<file path="config.mk">
export PLATFORM = sky130hd
export DESIGN_NAME = config_access_router
export DESIGN_NICKNAME = d
export VERILOG_FILES = /design/src/hdl/bus_route_decode.v /design/src/hdl/strap_capture.v /design/src/hdl/config_access_router.v
export VERILOG_INCLUDE_DIRS = /design/src /design/src/hdl
export SDC_FILE = /design/constraint.sdc
export NUM_CORES = 1
export LEC_CHECK = 0
export ABC_AREA = 1
export BUFFER_PORTS_ARGS = -buffer_cell sky130_fd_sc_hd__buf_2
export CAP_MARGIN = 40
export CORE_AREA = 2 2 144 146
export CTS_CLUSTER_DIAMETER = 100
export DETAILED_ROUTE_END_ITERATION = 7
export DIE_AREA = 0 0 146 148
export PLACE_DENSITY = 0.75
export SETUP_SLACK_MARGIN = 0.3
export SLEW_MARGIN = 25
export SYNTH_ARGS = -nofsm -noshare
export SYNTH_HDL_FRONTEND = slang
export SYNTH_SLANG_ARGS = --single-unit
</file>
<file path="constraint.sdc">
create_clock -name pclk -period 1.7 [get_ports pclk]
set_input_delay 0.17 -clock pclk [delete_from_list [all_inputs] [get_ports pclk]]
set_output_delay 0.17 -clock pclk [all_outputs]
set_load 0.02 [all_outputs]
</file>
<file path="src/hdl/config_access_router_map.vh">
// address map, field positions and reset values of the configuration access router
`ifndef CONFIG_ACCESS_ROUTER_MAP_VH
`define CONFIG_ACCESS_ROUTER_MAP_VH

// apb byte offsets
`define OFF_ADDR_PORT    12'h000
`define OFF_DATA_WINDOW  12'h004
`define OFF_REQ_CTRL     12'h008
`define OFF_STATUS       12'h00C
`define OFF_SEC_BUS_GFX  12'h010
`define OFF_SUB_BUS_GFX  12'h014
`define OFF_SEC_BUS_HUBB 12'h018
`define OFF_SUB_BUS_HUBB 12'h01C
`define OFF_DEV0_SCRATCH 12'h020
`define OFF_STRAP        12'h024

// config_address_port fields
`define CA_ENABLE_BIT    31
`define CA_BUS_HI        23
`define CA_BUS_LO        16
`define CA_DEV_HI        15
`define CA_DEV_LO        11
`define CA_FN_HI         10
`define CA_FN_LO         8
`define CA_REG_HI        7
`define CA_REG_LO        2
`define CA_WRITE_MASK    32'h80FFFFFC

// request control: bits 1:0 access size, bit 2 target addr(0)/data(1), bit 3 write
`define RC_SIZE_HI       1
`define RC_SIZE_LO       0
`define RC_SEL_DATA      2
`define RC_WRITE         3
`define SIZE_BYTE        2'h0
`define SIZE_WORD        2'h1
`define SIZE_DWORD       2'h2

// routing destination codes
`define DEST_NONE        3'h0
`define DEST_INTERNAL    3'h1
`define DEST_HUBA        3'h2
`define DEST_GFX         3'h3
`define DEST_HUBB        3'h4
`define DEST_HUBA_IO     3'h5

// device numbers on bus zero
`define DEV_HOST_HUBA    5'h00
`define DEV_GFX_BRIDGE   5'h01
`define DEV_HUBB_BRIDGE  5'h02
`define BUS_ZERO         8'h00
`define GFX_PRIMARY_BUS  8'h00

// attribute bits in dev0 scratch: 7:0 rw, 8 w1c, 9 write once, 10 lock, 11 lockable
`define SCR_RW_HI        7
`define SCR_W1C          8
`define SCR_WONCE        9
`define SCR_LOCK         10
`define SCR_LOCKABLE     11
`define SCR_RESET        12'h000
`define STRB_DWORD       4'hF
`define GFX_SEC_HI       15
`define GFX_SEC_LO       8
`define STRAP_SETTLED    2'h3
`define RESERVED_READ    32'h00000000

`endif

</file>
<file path="src/hdl/bus_route_decode.v">
// routing decoder from stored configuration address to destination and cycle type
`timescale 1ns/100ps
`include "config_access_router_map.vh"
module bus_route_decode (
  input  wire [31:0] address,
  input  wire [7:0]  gfx_secondary,
  input  wire [7:0]  gfx_subordinate,
  input  wire [7:0]  hubb_secondary,
  input  wire [7:0]  hubb_subordinate,
  output reg  [2:0]  dest,
  output reg         type1
);

  // true when bus lies strictly above secondary and at or below subordinate
  function in_range;
    input [7:0] bus;
    input [7:0] sec;
    input [7:0] sub;
    begin
      in_range = (bus > sec) && (bus <= sub);
    end
  endfunction

  wire [7:0] bus = address[`CA_BUS_HI:`CA_BUS_LO];
  wire [4:0] dev = address[`CA_DEV_HI:`CA_DEV_LO];

  // bus and device decode, internal devices win on bus zero
  always @* begin
    dest  = `DEST_HUBA;
    type1 = 1'b0;
    if (bus == `BUS_ZERO) begin
      if (dev == `DEV_HOST_HUBA || dev == `DEV_GFX_BRIDGE ||
          dev == `DEV_HUBB_BRIDGE)
        dest = `DEST_INTERNAL;
      else
        dest = `DEST_HUBA;
    end else if (bus == gfx_secondary) begin
      dest = `DEST_GFX;
    end else if (in_range(bus, gfx_secondary, gfx_subordinate)) begin
      dest  = `DEST_GFX;
      type1 = 1'b1;
    end else if (bus == hubb_secondary) begin
      dest = `DEST_HUBB;
    end else if (in_range(bus, hubb_secondary, hubb_subordinate)) begin
      dest  = `DEST_HUBB;
      type1 = 1'b1;
    end else begin
      dest  = `DEST_HUBA;
      type1 = 1'b1;
    end
  end

endmodule

</file>
<file path="src/hdl/strap_capture.v">
// captures strap levels once at release of reset
`timescale 1ns/100ps
`include "config_access_router_map.vh"
module strap_capture #(
  parameter WIDTH = 2
) (
  input  wire             pclk,
  input  wire             presetn,
  input  wire [WIDTH-1:0] strap_pins,
  output reg  [WIDTH-1:0] strap_value
);

  reg [WIDTH-1:0] sync_a;
  reg [WIDTH-1:0] sync_b;
  reg [1:0]       age;
  reg             taken;

  // two-stage synchroniser; sync_b holds pin levels only from the second edge
  always @(posedge pclk or negedge presetn) begin
    if (!presetn) begin
      sync_a      <= {WIDTH{1'b0}};
      sync_b      <= {WIDTH{1'b0}};
      strap_value <= {WIDTH{1'b0}};
      age         <= 2'h0;
      taken       <= 1'b0;
    end else begin
      sync_a <= strap_pins;
      sync_b <= sync_a;
      age    <= {age[0], 1'b1};
      // one-shot capture; pins must be settled before reset release
      if (age == `STRAP_SETTLED && !taken) begin
        strap_value <= sync_b;
        taken       <= 1'b1;
      end
    end
  end

endmodule

</file>
<file path="src/hdl/config_access_router.v">
// configuration access router: address port, data window and cycle routing
`timescale 1ns/100ps
`include "config_access_router_map.vh"
module config_access_router #(
  parameter STRAP_WIDTH = 2
) (
  input  wire                   pclk,
  input  wire                   presetn,
  input  wire                   partial_resetn,
  input  wire [STRAP_WIDTH-1:0] strap_pins,
  input  wire                   psel,
  input  wire                   penable,
  input  wire                   pwrite,
  input  wire [11:0]            paddr,
  input  wire [31:0]            pwdata,
  input  wire [3:0]             pstrb,
  output wire                   pready,
  output reg  [31:0]            prdata,
  output wire                   pslverr,
  output reg                    cycle_valid,
  output reg  [2:0]             cycle_dest,
  output reg                    cycle_type1,
  output reg                    cycle_write,
  output reg  [31:0]            cycle_address,
  output reg  [31:0]            cycle_data,
  output reg  [3:0]             cycle_byte_en
);

  // stored state
  reg  [31:0] config_address_port;
  reg  [31:0] config_data_window;
  reg  [3:0]  req_ctrl;
  reg  [7:0]  gfx_secondary;
  reg  [7:0]  gfx_subordinate;
  reg  [7:0]  hubb_secondary;
  reg  [7:0]  hubb_subordinate;
  reg  [7:0]  dev0_rw;
  reg         write_one_to_clear;
  reg         write_once;
  reg         write_once_used;
  reg         lock_bit;
  reg         lockable;
  reg         part_sync_a;
  reg         part_sync_b;
  reg  [7:0]  last_dest_count;
  reg  [31:0] next_rdata;
  wire [2:0]  route_dest;
  wire        route_type1;
  wire [STRAP_WIDTH-1:0] strap_value;

  wire access   = psel && penable;
  wire wr       = access && pwrite;
  wire [1:0] req_size = req_ctrl[`RC_SIZE_HI:`RC_SIZE_LO];
  wire config_cycle_enable = config_address_port[`CA_ENABLE_BIT];
  wire go_addr  = wr && paddr == `OFF_REQ_CTRL && !pwdata[`RC_SEL_DATA];
  wire go_data  = wr && paddr == `OFF_REQ_CTRL && pwdata[`RC_SEL_DATA];
  // write that reaches the attribute lane of the scratch register
  wire scr_hi_wr = wr && paddr == `OFF_DEV0_SCRATCH && pstrb[1];

  // merge write data into an old word under byte strobes
  function [31:0] merge;
    input [31:0] old;
    input [31:0] data;
    input [3:0]  strb;
    integer i;
    begin
      merge = old;
      for (i = 0; i < 4; i = i + 1)
        if (strb[i])
          merge[i*8 +: 8] = data[i*8 +: 8];
    end
  endfunction

  // convert an access size into byte enables (little endian, lowest lane first)
  function [3:0] size_lanes;
    input [1:0] size;
    begin
      case (size)
        `SIZE_BYTE: size_lanes = 4'h1;
        `SIZE_WORD: size_lanes = 4'h3;
        default:    size_lanes = 4'hF;
      endcase
    end
  endfunction

  // single-cycle apb access: no wait states, never an error
  assign pready  = 1'b1;
  assign pslverr = 1'b0;

  bus_route_decode u_decode (
    .address          (config_address_port),
    .gfx_secondary    (gfx_secondary),
    .gfx_subordinate  (gfx_subordinate),
    .hubb_secondary   (hubb_secondary),
    .hubb_subordinate (hubb_subordinate),
    .dest             (route_dest),
    .type1            (route_type1)
  );

  strap_capture #(
    .WIDTH (STRAP_WIDTH)
  ) u_strap (
    .pclk        (pclk),
    .presetn     (presetn),
    .strap_pins  (strap_pins),
    .strap_value (strap_value)
  );

  // partial reset comes from a pin: two flops before any logic reads it
  always @(posedge pclk or negedge presetn) begin
    if (!presetn) begin
      part_sync_a <= 1'b1;
      part_sync_b <= 1'b1;
    end else begin
      part_sync_a <= partial_resetn;
      part_sync_b <= part_sync_a;
    end
  end

  // host port registers, cleared by both full and partial reset
  always @(posedge pclk or negedge presetn) begin
    if (!presetn) begin
      config_address_port <= 32'h00000000;
      config_data_window  <= 32'h00000000;
      req_ctrl            <= 4'h0;
    end else if (!part_sync_b) begin
      config_address_port <= 32'h00000000;
      config_data_window  <= 32'h00000000;
      req_ctrl            <= 4'h0;
    end else if (wr) begin
      // only a whole dword lands in the address port; narrow ones never update it
      if (paddr == `OFF_ADDR_PORT && pstrb == `STRB_DWORD)
        config_address_port <= pwdata & `CA_WRITE_MASK;
      // the window merges lanes, so byte and word writes keep the other bytes
      if (paddr == `OFF_DATA_WINDOW)
        config_data_window <= merge(config_data_window, pwdata, pstrb);
      if (paddr == `OFF_REQ_CTRL)
        req_ctrl <= pwdata[3:0];
    end
  end

  // bridge bus numbers, cleared by both full and partial reset
  always @(posedge pclk or negedge presetn) begin
    if (!presetn) begin
      gfx_secondary    <= 8'h00;
      gfx_subordinate  <= 8'h00;
      hubb_secondary   <= 8'h00;
      hubb_subordinate <= 8'h00;
    end else if (!part_sync_b) begin
      gfx_secondary    <= 8'h00;
      gfx_subordinate  <= 8'h00;
      hubb_secondary   <= 8'h00;
      hubb_subordinate <= 8'h00;
    end else if (wr) begin
      // graphics secondary sits in lane 1; lane 0 is the fixed primary number
      if (paddr == `OFF_SEC_BUS_GFX && pstrb[1])
        gfx_secondary <= pwdata[`GFX_SEC_HI:`GFX_SEC_LO];
      if (paddr == `OFF_SUB_BUS_GFX && pstrb[0])
        gfx_subordinate <= pwdata[7:0];
      if (paddr == `OFF_SEC_BUS_HUBB && pstrb[0])
        hubb_secondary <= pwdata[7:0];
      if (paddr == `OFF_SUB_BUS_HUBB && pstrb[0])
        hubb_subordinate <= pwdata[7:0];
    end
  end

  // scratch attribute bits, cleared by both full and partial reset
  always @(posedge pclk or negedge presetn) begin
    if (!presetn) begin
      write_one_to_clear <= 1'b0;
      lock_bit           <= 1'b0;
      lockable           <= 1'b0;
    end else if (!part_sync_b) begin
      write_one_to_clear <= 1'b0;
      lock_bit           <= 1'b0;
      lockable           <= 1'b0;
    end else begin
      // lock is sticky until reset, so a locked field cannot be reopened
      if (scr_hi_wr) begin
        if (!lock_bit)
          lockable <= pwdata[`SCR_LOCKABLE];
        lock_bit <= lock_bit | pwdata[`SCR_LOCK];
      end
      // write one clears; hardware set wins when a cycle is sent in the same clock
      if (scr_hi_wr && pwdata[`SCR_W1C])
        write_one_to_clear <= 1'b0;
      if (go_data && config_cycle_enable)
        write_one_to_clear <= 1'b1;
    end
  end

  // memory-configuration bits survive partial reset, cleared by full reset only
  always @(posedge pclk or negedge presetn) begin
    if (!presetn) begin
      dev0_rw         <= 8'h00;
      write_once      <= 1'b0;
      write_once_used <= 1'b0;
    end else if (wr && paddr == `OFF_DEV0_SCRATCH) begin
      if (pstrb[0])
        dev0_rw <= pwdata[`SCR_RW_HI:0];
      if (pstrb[1] && !write_once_used) begin
        write_once      <= pwdata[`SCR_WONCE];
        write_once_used <= 1'b1;
      end
    end
  end

  // cycle launch: address port, data window or pass-through i/o
  always @(posedge pclk or negedge presetn) begin
    if (!presetn) begin
      cycle_valid     <= 1'b0;
      cycle_dest      <= `DEST_NONE;
      cycle_type1     <= 1'b0;
      cycle_write     <= 1'b0;
      cycle_address   <= 32'h00000000;
      cycle_data      <= 32'h00000000;
      cycle_byte_en   <= 4'h0;
      last_dest_count <= 8'h00;
    end else begin
      cycle_valid <= 1'b0;
      if (go_addr && pwdata[`RC_SIZE_HI:`RC_SIZE_LO] != `SIZE_DWORD) begin
        cycle_valid   <= 1'b1;
        cycle_dest    <= `DEST_HUBA_IO;
        cycle_type1   <= 1'b0;
        cycle_write   <= pwdata[`RC_WRITE];
        cycle_address <= config_address_port;
        cycle_data    <= config_data_window;
        cycle_byte_en <= size_lanes(pwdata[`RC_SIZE_HI:`RC_SIZE_LO]);
      end else if (go_data) begin
        cycle_valid   <= 1'b1;
        cycle_write   <= pwdata[`RC_WRITE];
        cycle_address <= config_address_port;
        cycle_data    <= config_data_window;
        cycle_byte_en <= size_lanes(pwdata[`RC_SIZE_HI:`RC_SIZE_LO]);
        if (config_cycle_enable) begin
          cycle_dest  <= route_dest;
          cycle_type1 <= route_type1;
          last_dest_count <= last_dest_count + 8'h01;
        end else begin
          cycle_dest  <= `DEST_HUBA_IO;
          cycle_type1 <= 1'b0;
        end
      end
    end
  end

  // read mux, unmapped and reserved locations read as zero
  always @* begin
    next_rdata = `RESERVED_READ;
    case (paddr)
      `OFF_ADDR_PORT:    next_rdata = config_address_port;
      `OFF_DATA_WINDOW:  next_rdata = config_data_window;
      `OFF_REQ_CTRL:     next_rdata = {28'h0000000, req_ctrl};
      `OFF_STATUS:       next_rdata = {16'h0000, last_dest_count, 4'h0, route_type1,
                                       route_dest};
      `OFF_SEC_BUS_GFX:  next_rdata = {16'h0000, gfx_secondary, `GFX_PRIMARY_BUS};
      `OFF_SUB_BUS_GFX:  next_rdata = {24'h000000, gfx_subordinate};
      `OFF_SEC_BUS_HUBB: next_rdata = {24'h000000, hubb_secondary};
      `OFF_SUB_BUS_HUBB: next_rdata = {24'h000000, hubb_subordinate};
      `OFF_DEV0_SCRATCH: next_rdata = {20'h00000, lockable, lock_bit, write_once,
                                       write_one_to_clear, dev0_rw};
      `OFF_STRAP:        next_rdata = {{(32-STRAP_WIDTH){1'b0}}, strap_value};
      default:           next_rdata = `RESERVED_READ;
    endcase
  end

  // read data registered at setup so it is valid throughout access
  always @(posedge pclk or negedge presetn) begin
    if (!presetn)
      prdata <= 32'h00000000;
    else if (psel && !penable && !pwrite)
      prdata <= next_rdata;
  end

endmodule

</file>
# [Word level (Yosys, flattened, before mapping)]
# Cells that the tools add are included.
[classes] n_reduce_logical=47 n_eq_ne=32 add_sub_neg=1 order_cmp=4 n_mux=61 n_bitwise=2
[op_table] cell="32-bit 2-to-1 mux" n=10
[op_table] cell="32-bit one-hot mux with 10 select lines" n=1
[op_table] cell="8-bit 2-to-1 mux" n=16
[op_table] cell="12-bit by 5-bit == test with 1-bit output, second input constant" n=4
[op_table] cell="12-bit by 4-bit == test with 1-bit output, second input constant" n=2
[op_table] cell="12-bit by 6-bit == test with 1-bit output, second input constant" n=2
[op_table] cell="3-bit 2-to-1 mux" n=8
[op_table] cell="1-bit logical AND" n=21
[op_table] cell="4-bit 2-to-1 mux" n=5
[op_table] cell="1-bit 2-to-1 mux" n=19
[op_table] cell="2-bit by 1-bit inequality test with 1-bit output, second input constant" n=9
[op_table] cell="2-bit AND reduction" n=9
[op_table] cell="8-bit == test" n=2
[op_table] cell="8-bit > comparator" n=2
[op_table] cell="8-bit less-or-equal comparator" n=2
[op_table] cell="3-bit AND reduction" n=5
[op_table] cell="12-bit by 3-bit == test with 1-bit output, second input constant" n=1
[op_table] cell="12-bit logical NOT" n=1
[op_table] cell="2-bit inequality test, second input constant" n=6
[op_table] cell="8-bit by 1-bit adder with 8-bit output, second input constant" n=1
[op_table] cell="8-bit logical NOT" n=1
[op_table] cell="4-bit one-hot mux with 2 select lines" n=1
[op_table] cell="5-bit by 1-bit == test with 1-bit output, second input constant" n=1
[op_table] cell="5-bit by 2-bit == test with 1-bit output, second input constant" n=1
[op_table] cell="other kinds (12)" n=17
[word_totals] elab_cells=179 register_bits=238 out_inout_bits=108 in_bits=56

# [Logic depth before layout (Yosys ltp)]
# Gate-level depths: netlist of the first run.
[logic_depth] ltp_word=10 mapped_depth=17 depth_no_buf=17

# [By module]
# A second synthesis of the first run with hierarchy kept.
[unflattened] hier_cells=1289 hier_area_um2=10772.8
[modules_own_cells] module="config_access_router" area_each_um2=9549.2 seq_area_each_um2=5257.5 instances=1 cells_each=1115
[modules_own_cells] module="bus_route_decode" area_each_um2=949.7 seq_area_each_um2=0.0 instances=1 cells_each=155
[modules_own_cells] module="strap_capture" area_each_um2=274.0 seq_area_each_um2=225.2 instances=1 cells_each=19

# [Worst setup path before layout of the first run]
# No wires, ideal clock.
[synth_path] path_kind="reg2reg" start="register config_address_port[19]" end="register prdata[1]" path_slack_ps=62 stages_incl_launch_ff=13 setup_time_ps=116 arrival_ps=1522 period_less_slack_ps=1638 required_time_ps=1584 path_buffers=0 path_cell_list="dfrtp_1 ha_1 nand2_1 inv_1 nand3_1 nor3_1 a21oi_1 nand2_1 nand3_1 nand3_1 nand2_1 nand2_1 nand2_1"
[synth_via] elab_chain_len=8 word_cells_on_any_way=15 classes_between="4 x order compare; 2 x eq/ne; 6 x mux; 3 x reduce/logical"
[synth_rtl] item="from (decl)" line="config_access_router.v:30" rtl="reg [31:0] config_address_port;"
[synth_rtl] item="from (signal assigned)" line="config_access_router.v:133" rtl="config_address_port <= pwdata & `CA_WRITE_MASK;"
[synth_rtl] item="8-bit > comparator or 8-bit less-or-equal comparator (tied branches)" line="bus_route_decode.v:20" rtl="in_range = (bus > sec) && (bus <= sub);"
[synth_rtl] item="1-bit logical AND" line="bus_route_decode.v:20"
[synth_rtl] item="3-bit 2-to-1 mux" line="bus_route_decode.v:44" rtl="end else if (in_range(bus, hubb_secondary, hubb_subordinate)) begin"
[synth_rtl] item="3-bit 2-to-1 mux" line="bus_route_decode.v:42" rtl="end else if (bus == hubb_secondary) begin"
[synth_rtl] item="3-bit 2-to-1 mux" line="bus_route_decode.v:39" rtl="end else if (in_range(bus, gfx_secondary, gfx_subordinate)) begin"
[synth_rtl] item="3-bit 2-to-1 mux" line="bus_route_decode.v:37" rtl="end else if (bus == gfx_secondary) begin"
[synth_rtl] item="3-bit 2-to-1 mux (*)" line="bus_route_decode.v:31" rtl="if (bus == `BUS_ZERO) begin"
[synth_rtl] item="32-bit one-hot mux with 10 select lines (*)" line="config_access_router.v:250" rtl="case (paddr)"
[synth_rtl] item="to (signal assigned)" line="config_access_router.v:272" rtl="prdata <= next_rdata;"
[synth_rtl] item="to (decl)" line="config_access_router.v:18" rtl="output reg [31:0] prdata,"
# Mark *: on every way between the ends. The rest lies on a longest branch, timed or not.
# A chain may end at the register's enable or synchronous reset.

# [Worst setup path after layout of the first run]
[layout_path] start="register config_address_port[21]" end="register cycle_dest[2]"
[layout_via] elab_chain_len=10 word_cells_on_any_way=17 classes_between="4 x order compare; 2 x eq/ne; 8 x mux; 3 x reduce/logical"
[layout_rtl] item="8-bit > comparator or 8-bit less-or-equal comparator (tied branches)" line="bus_route_decode.v:20"
[layout_rtl] item="1-bit logical AND" line="bus_route_decode.v:20"
[layout_rtl] item="3-bit 2-to-1 mux" line="bus_route_decode.v:44"
[layout_rtl] item="3-bit 2-to-1 mux" line="bus_route_decode.v:42"
[layout_rtl] item="3-bit 2-to-1 mux" line="bus_route_decode.v:39"
[layout_rtl] item="3-bit 2-to-1 mux" line="bus_route_decode.v:37"
[layout_rtl] item="3-bit 2-to-1 mux (*)" line="bus_route_decode.v:31"
[layout_rtl] item="3-bit 2-to-1 mux (*)" line="config_access_router.v:235" rtl="if (config_cycle_enable) begin"
[layout_rtl] item="3-bit 2-to-1 mux (*)" line="config_access_router.v:229" rtl="end else if (go_data) begin"
[layout_rtl] item="3-bit 2-to-1 mux (*)" line="config_access_router.v:221" rtl="if (go_addr && pwdata[`RC_SIZE_HI:`RC_SIZE_LO] != `SIZE_DWORD) begin"
[layout_rtl] item="to (signal assigned)" line="config_access_router.v:223" rtl="cycle_dest <= `DEST_HUBA_IO;"
[layout_rtl] item="to (signal assigned)" line="config_access_router.v:236" rtl="cycle_dest <= route_dest;"
[layout_rtl] item="to (signal assigned)" line="config_access_router.v:240" rtl="cycle_dest <= `DEST_HUBA_IO;"
[layout_rtl] item="to (decl)" line="config_access_router.v:21" rtl="output reg [2:0] cycle_dest,"
# Mark *: on every way between the ends. The rest lies on a longest branch, timed or not. The select of a mux whose other input is x is not followed.

==> results.json, run 1 <==
{
  "htree_levels": 1,
  "hp-start": "pwdata[3]",
  "path_buf_inv": 1,
  "violations": "negative setup slack",
  "synth_top_family_by_area": "simple AND/OR/NAND/NOR gates",
  "total_power_mw": 12.48,
  "async_flop_share": 1.000,
  "overflow": 0,
  "nets": 1528,
  "vias_per_cell": 5.425,
  "place.port_buffers": 152,
  "drive_gt1_frac": 0.3448,
  "drt-total-wl_um": 31510,
  "clock_path_buffers": 3,
  "synth_area_leaders": "dfrtp_1, nand2_1, o21ai_0",
  "fin_crit_sh": 1.045,
  "cp-end-kind": "flip-flop",
  "cp_max_fo": 5,
  "grt_use_met3": 0.03981,
  "synth_cell_types": 42,
  "min-delay-path-class": "in2reg",
  "reg2reg_from": "config_address_port[21]",
  "rows": 52,
  "dp_hpwl_um": 19940,
  "drcViolationCount": 0,
  "cellPowerDensity_nw_per_um2": 871.9,
  "grt_pass1_vias": 8799,
  "cts_buffers": 23,
  "crit_path_start": "config_address_port[21]",
  "io_pins": 164,
  "wl_per_cell_um": 18.26,
  "rsz0062_at_grt": "true",
  "drtPass1Iterations": 7,
  "crit_slowest_cell": "dfrtp_2",
  "grt_busiest_layer": "met2",
  "reg2reg_slack_ns": -0.08,
  "fmax_mhz": 563.1,
  "placed_cell_area_um2": 11780,
  "yosys.area.top_type": "dfrtp_1",
  "critPathLaunchType": "flip-flop",
  "finalInstanceArea_um2": 14310,
  "grt_first_pass_wirelength_um": 45580,
  "netlist.area_leader.share": 0.5377,
  "layout_min_cycle_time_ns": 1.776,
  "synthAdderAreaFrac": 0.04088,
  "regToRegEndpoint": "cycle_dest[2]",
  "required_ns": 2.13,
  "cap_violations": 0,
  "synth_xor_area_frac": 0.005203,
  "clkSinkCount": 219,
  "worst_slack_ns": -0.07585,
  "grt_usage": 0.2635,
  "die_w_um": 146,
  "synthSimpleGateAreaFrac": 0.1920,
  "path_depth": 9,
  "grtUsageMet2": 0.4413,
  "reg2regPathDepth": 9,
  "cpMostUsedCell": "nor2_1",
  "start_util": 0.5040,
  "power.leakage_nw": 7.328,
  "place_ws_ns": -0.1131,
  "slew_violations": 0,
  "synth_edf_count": 0,
  "die_area_um2": 21610,
  "num_vias": 9364,
  "antenna_found_initial": 0,
  "peakVddDrop_v": 0.0006860,
  "first_iter_violations": 703,
  "path_class": "reg2reg",
  "met1_usage": 0.3554,
  "fp.coreArea_um2": 20040,
  "crit_arrival_ns": 2.21,
  "fin_skew_ns": 0.008962,
  "ys_seq_elements": 219,
  "clk_pin_slew_ns": 0.06,
  "setup_viol": 5,
  "clk_latency_ns": 0.51,
  "drtAntennaViolNets": 0,
  "ys_warn_count": 0,
  "hold_slack_ns": 0.002831,
  "areaGrowthSynthToFinish_pct": 41.67,
  "root_buffer": "clkbuf_16",
  "cp_cell_sequence": "ha_1, a21oi_1, nor2_1, nor2_1, a21oi_2, nand2_2, nand3_2, buf_4, a2bb2oi_2",
  "yosysSeqAreaShare": 0.5429,
  "grt_max_degree": 65,
  "synthTopCellsByCount": "nand2_1, dfrtp_1, inv_1",
  "hold_violations": 0,
  "synth_area_um2": 10100,
  "antenna_cells": 0,
  "cts_tree": "done",
  "die_h_um": 148,
  "endpoint": "cycle_dest[2]",
  "synthFlopType": "dfrtp_1",
  "synthCells": 1168,
  "synth.most_common_cell": "nand2_1",
  "status": "finished with violations",
  "max_stage_delay_ns": 0.45,
  "gp_congestion": 0.9530,
  "cpLargestDelayFamily": "flip-flops",
  "synth_area_per_cell_um2": 8.647,
  "synth_compound_area_frac": 0.1292,
  "synth.area.mux_share": 0.007805
}
[placed cells by master, fill, tap and decap left out, types with 31 or more instances in the layout]
cell           count
buf_2            151
buf_4             52
clkbuf_16         31
dfrtp_1          211
dlygate4sd3_1     34
inv_1            122
nand2_1          262
nand2_2           53
nor2_1            37
o21ai_0           35
o21ai_1           79
o21ai_2           37
o22ai_1           32
[how the worst min path moves through the flow]
stage               slack, ns                 endpoint  depth (start not counted)
finish                  0.003   config_address_port[3]                          3
global route             0.01    config_data_window[3]                          3
CTS                     0.007               dev0_rw[2]                          3
detailed placement       0.10               prdata[28]                          1
global placement         0.09               prdata[28]                          1
floorplan               -0.13  config_address_port[10]                          0
[cell type report]
type,count,area [µm²]
clock buffer,34,636.9
clock inverter,8,123.9
fill,1412,5731
inverter,146,576.8
multi-input combinational,762,4760
sequential,219,5490
tap,270,337.8
timing repair buffer,287,2384
[sequential cells by signal, indices dropped and copies added (netlist names), 2 cells and up]
name	count
config_address_port	23
prdata	32
hubb_subordinate	8
cycle_dest	3
cycle_byte_en	3
u_strap.sync_a	2
u_strap.strap_value	2
dev0_rw	8
req_ctrl	4
u_strap.age	2
u_strap.sync_b	2
cycle_address	23
config_data_window	32
gfx_subordinate	8
gfx_secondary	8
cycle_data	32
hubb_secondary	8
last_dest_count	8
[cell families after synthesis]
family	Yosys count
compound gates	236
xor+xnor	6
fa+ha+maj	33
buf+inv	197
flops	219
mux	7
other cells	2
simple gates	468
[per-stage QoR]
step,cells,utilization,setup TNS (ns)
CTS,1713,0.6637,-0.09554
detailed placement,1624,0.5880,-2.577
global placement,1624,0.5880,-1.980
floorplan,1178,-,0
global route,1726,0.7140,-1.133
finish,1726,0.7140,-0.3363
[where the power goes]
part / leakage [nW] / internal [mW] / total, mW / switching (mW)
Combinational: 4.06 / 0.730 / 1.75 / 1.02
Clock: 0.363 / 3.06 / 5.12 / 2.06
Sequential: 2.90 / 5.43 / 5.61 / 0.180
Total: 7.33 / 9.22 / 12.5 / 3.26
[metal layers]
metal	part of all wire	routed length, µm
met5	0	0
met4	0.041	1287
met3	0.072	2258
met2	0.49	15310
met1	0.40	12660
[worst min-delay path, stage by stage]
cell,delay (ns)
buf_2,0.14
nand2_8,0.10
o21ai_2,0.06
[what timing repair did]
| action | in CTS | in global routing |
|---|---|---|
| buffers inserted | 9 | 3 |
| endpoints found under the setup margin | 94 | 87 |
| cloned | 5 | 9 |
| endpoints found under the hold margin | 267 | 2 |
| resized for setup | 76 | 265 |
| pin swaps | 6 | 21 |
| hold buffers | 33 | 1 |
(Power assumes the default switching activity.)
==> run 2, diff against run 1 <==
- CTS_BUF_LIST: not set -> sky130_fd_sc_hd__clkbuf_4 sky130_fd_sc_hd__clkbuf_8 sky130_fd_sc_hd__clkbuf_16
==> results.json, run 2 (synthesis gave the netlist of run 1 again) <==
{
  "status": "finished with violations",
  "violations": "negative setup slack",
  "final_cell_mix": "nand2_1, dfrtp_1, buf_2",
  "place.port_buffers": 152,
  "clkSinkCount": 219,
  "reg2reg_slack_ns": -0.12,
  "cp_cell_sequence": "ha_4, inv_2, nor2_1, o21ai_1, nand2_1, nand2_1, nand2_1, nand2_1, nand2_2, nand3_2, buf_4, a2bb2oi_2",
  "fp.coreArea_um2": 20040,
  "worst_slack_ns": -0.1168,
  "grt_max_degree": 65,
  "antenna_found_initial": 0,
  "grt_first_pass_wirelength_um": 45570,
  "fin_skew_ns": 0.01171,
  "setup_viol": 7,
  "drt-total-wl_um": 30610,
  "dp_hpwl_um": 19940,
  "cellPowerDensity_nw_per_um2": 881.4,
  "wl_per_cell_um": 17.76,
  "final_common_cell": "nand2_1",
  "drive_gt1_frac": 0.3439,
  "slew_violations": 0,
  "layout_min_cycle_time_ns": 1.817,
  "grt_pass1_vias": 8781,
  "min-delay-path-class": "in2reg",
  "total_power_mw": 12.55,
  "fin_crit_sh": 1.069,
  "start_util": 0.5040,
  "crit_arrival_ns": 2.25,
  "gp_congestion": 0.9530,
  "rsz0062_at_grt": "true",
  "dp_cells": 1624,
  "hold_violations": 0,
  "finalInstanceArea_um2": 14240,
  "reg.largest.list": "config_data_window x32, cycle_data x32, prdata x32",
  "cap_violations": 0,
  "placed_cell_area_um2": 11780,
  "io_pins": 164,
  "grt_usage": 0.2633,
  "areaGrowthSynthToFinish_pct": 40.98,
  "die_h_um": 148,
  "crit_slowest_cell": "dfrtp_2",
  "root_buffer": "clkbuf_16",
  "clock_path_buffers": 3,
  "drtPass1Iterations": 5,
  "max_stage_delay_ns": 0.50,
  "rows": 52,
  "nets": 1526,
  "antenna_cells": 0,
  "fill_cells": 1427,
  "required_ns": 2.13,
  "drtAntennaViolNets": 0,
  "num_vias": 9295,
  "critPathLaunchType": "flip-flop",
  "first_iter_violations": 691,
  "overflow": 0,
  "peakVddDrop_v": 0.0006577,
  "die_area_um2": 21610,
  "fmax_mhz": 550.4,
  "die_w_um": 146,
  "drcViolationCount": 0,
  "htree_levels": 1,
  "cts_buffers": 23,
  "power.leakage_nw": 7.339,
  "path_class": "reg2reg",
  "cpMostUsedCell": "nand2_1",
  "cp-end-kind": "flip-flop",
  "cp_max_fo": 5,
  "vias_per_cell": 5.392,
  "clk_pin_slew_ns": 0.06,
  "fin_cells": 1724,
  "clk_latency_ns": 0.51,
  "cts_tree": "done"
}
-- run 2: final timing paths --
kind                                         start                 endpoint  cells after the start
max                        config_address_port[17]            cycle_dest[2]                     12
min                                      pwdata[3]   config_address_port[3]                      3
max reg2reg                config_address_port[17]            cycle_dest[2]                     12
min reg2reg                      u_strap.sync_a[0]        u_strap.sync_b[0]                      0
max in group asynchronous                  presetn  config_address_port[23]                      3
min in group asynchronous                  presetn               prdata[28]                      2
-- run 2: repair_timing --
item,CTS,global route
hold buffers,33,1
gates cloned,5,8
pin swaps,6,18
endpoints found under the hold margin,267,2
setup endpoints to repair,94,87
buffers inserted,9,2
resized for setup,76,245
-- run 2: where the power goes --
group | switching, mW | total (mW) | internal, mW
sequential | 0.179 | 5.61 | 5.43
clock | 2.03 | 5.23 | 3.20
combinational | 0.996 | 1.71 | 0.715
total | 3.21 | 12.6 | 9.34
-- run 2: cell type report --
class | instances | area [µm²] | area share
Multi-Input combinational cell | 762 | 4701 | 0.3301
Inverter | 146 | 569.3 | 0.03998
Sequential cell | 219 | 5489 | 0.3855
Timing Repair Buffer | 285 | 2347 | 0.1649
Tap cell | 270 | 337.8 | 0.02373
Clock buffer | 34 | 670.6 | 0.04710
Clock inverter | 8 | 123.9 | 0.008699
-- run 2: stage by stage --
stage | utilization | TNS, ns | hold slack (ns) | worst slack, ns
after detailed placement | 0.5880 | -2.577 | 0.1009 | -0.1131
after global routing | 0.7105 | -1.457 | 0.01050 | -0.2422
after CTS | 0.6654 | -0.09284 | 0.007130 | -0.04505
after floorplan | - | 0 | -0.1256 | 0.1475
after global placement | 0.5880 | -1.980 | 0.09465 | -0.07614
final | 0.7105 | -0.5070 | 0.006815 | -0.1168
-- run 2: worst max-delay path, delay by kind of cell (launching register included) --
kind / cells / cell delay (ns)
fa+ha+maj: 1 / 0.31
buf+inv: 2 / 0.19
flops: 1 / 0.50
simple gates: 7 / 0.55
compound gates: 2 / 0.19
-- run 2: routing by layer --
metal	track usage	share of wire	up-vias	wire length [µm]
met2	0.4410	0.49	391	14910
met1	0.3562	0.41	4504	12610
met4	0.08350	0.033	0	996
met5	0	0	-	0
li1	-	-	4324	-
met3	0.04105	0.068	76	2093
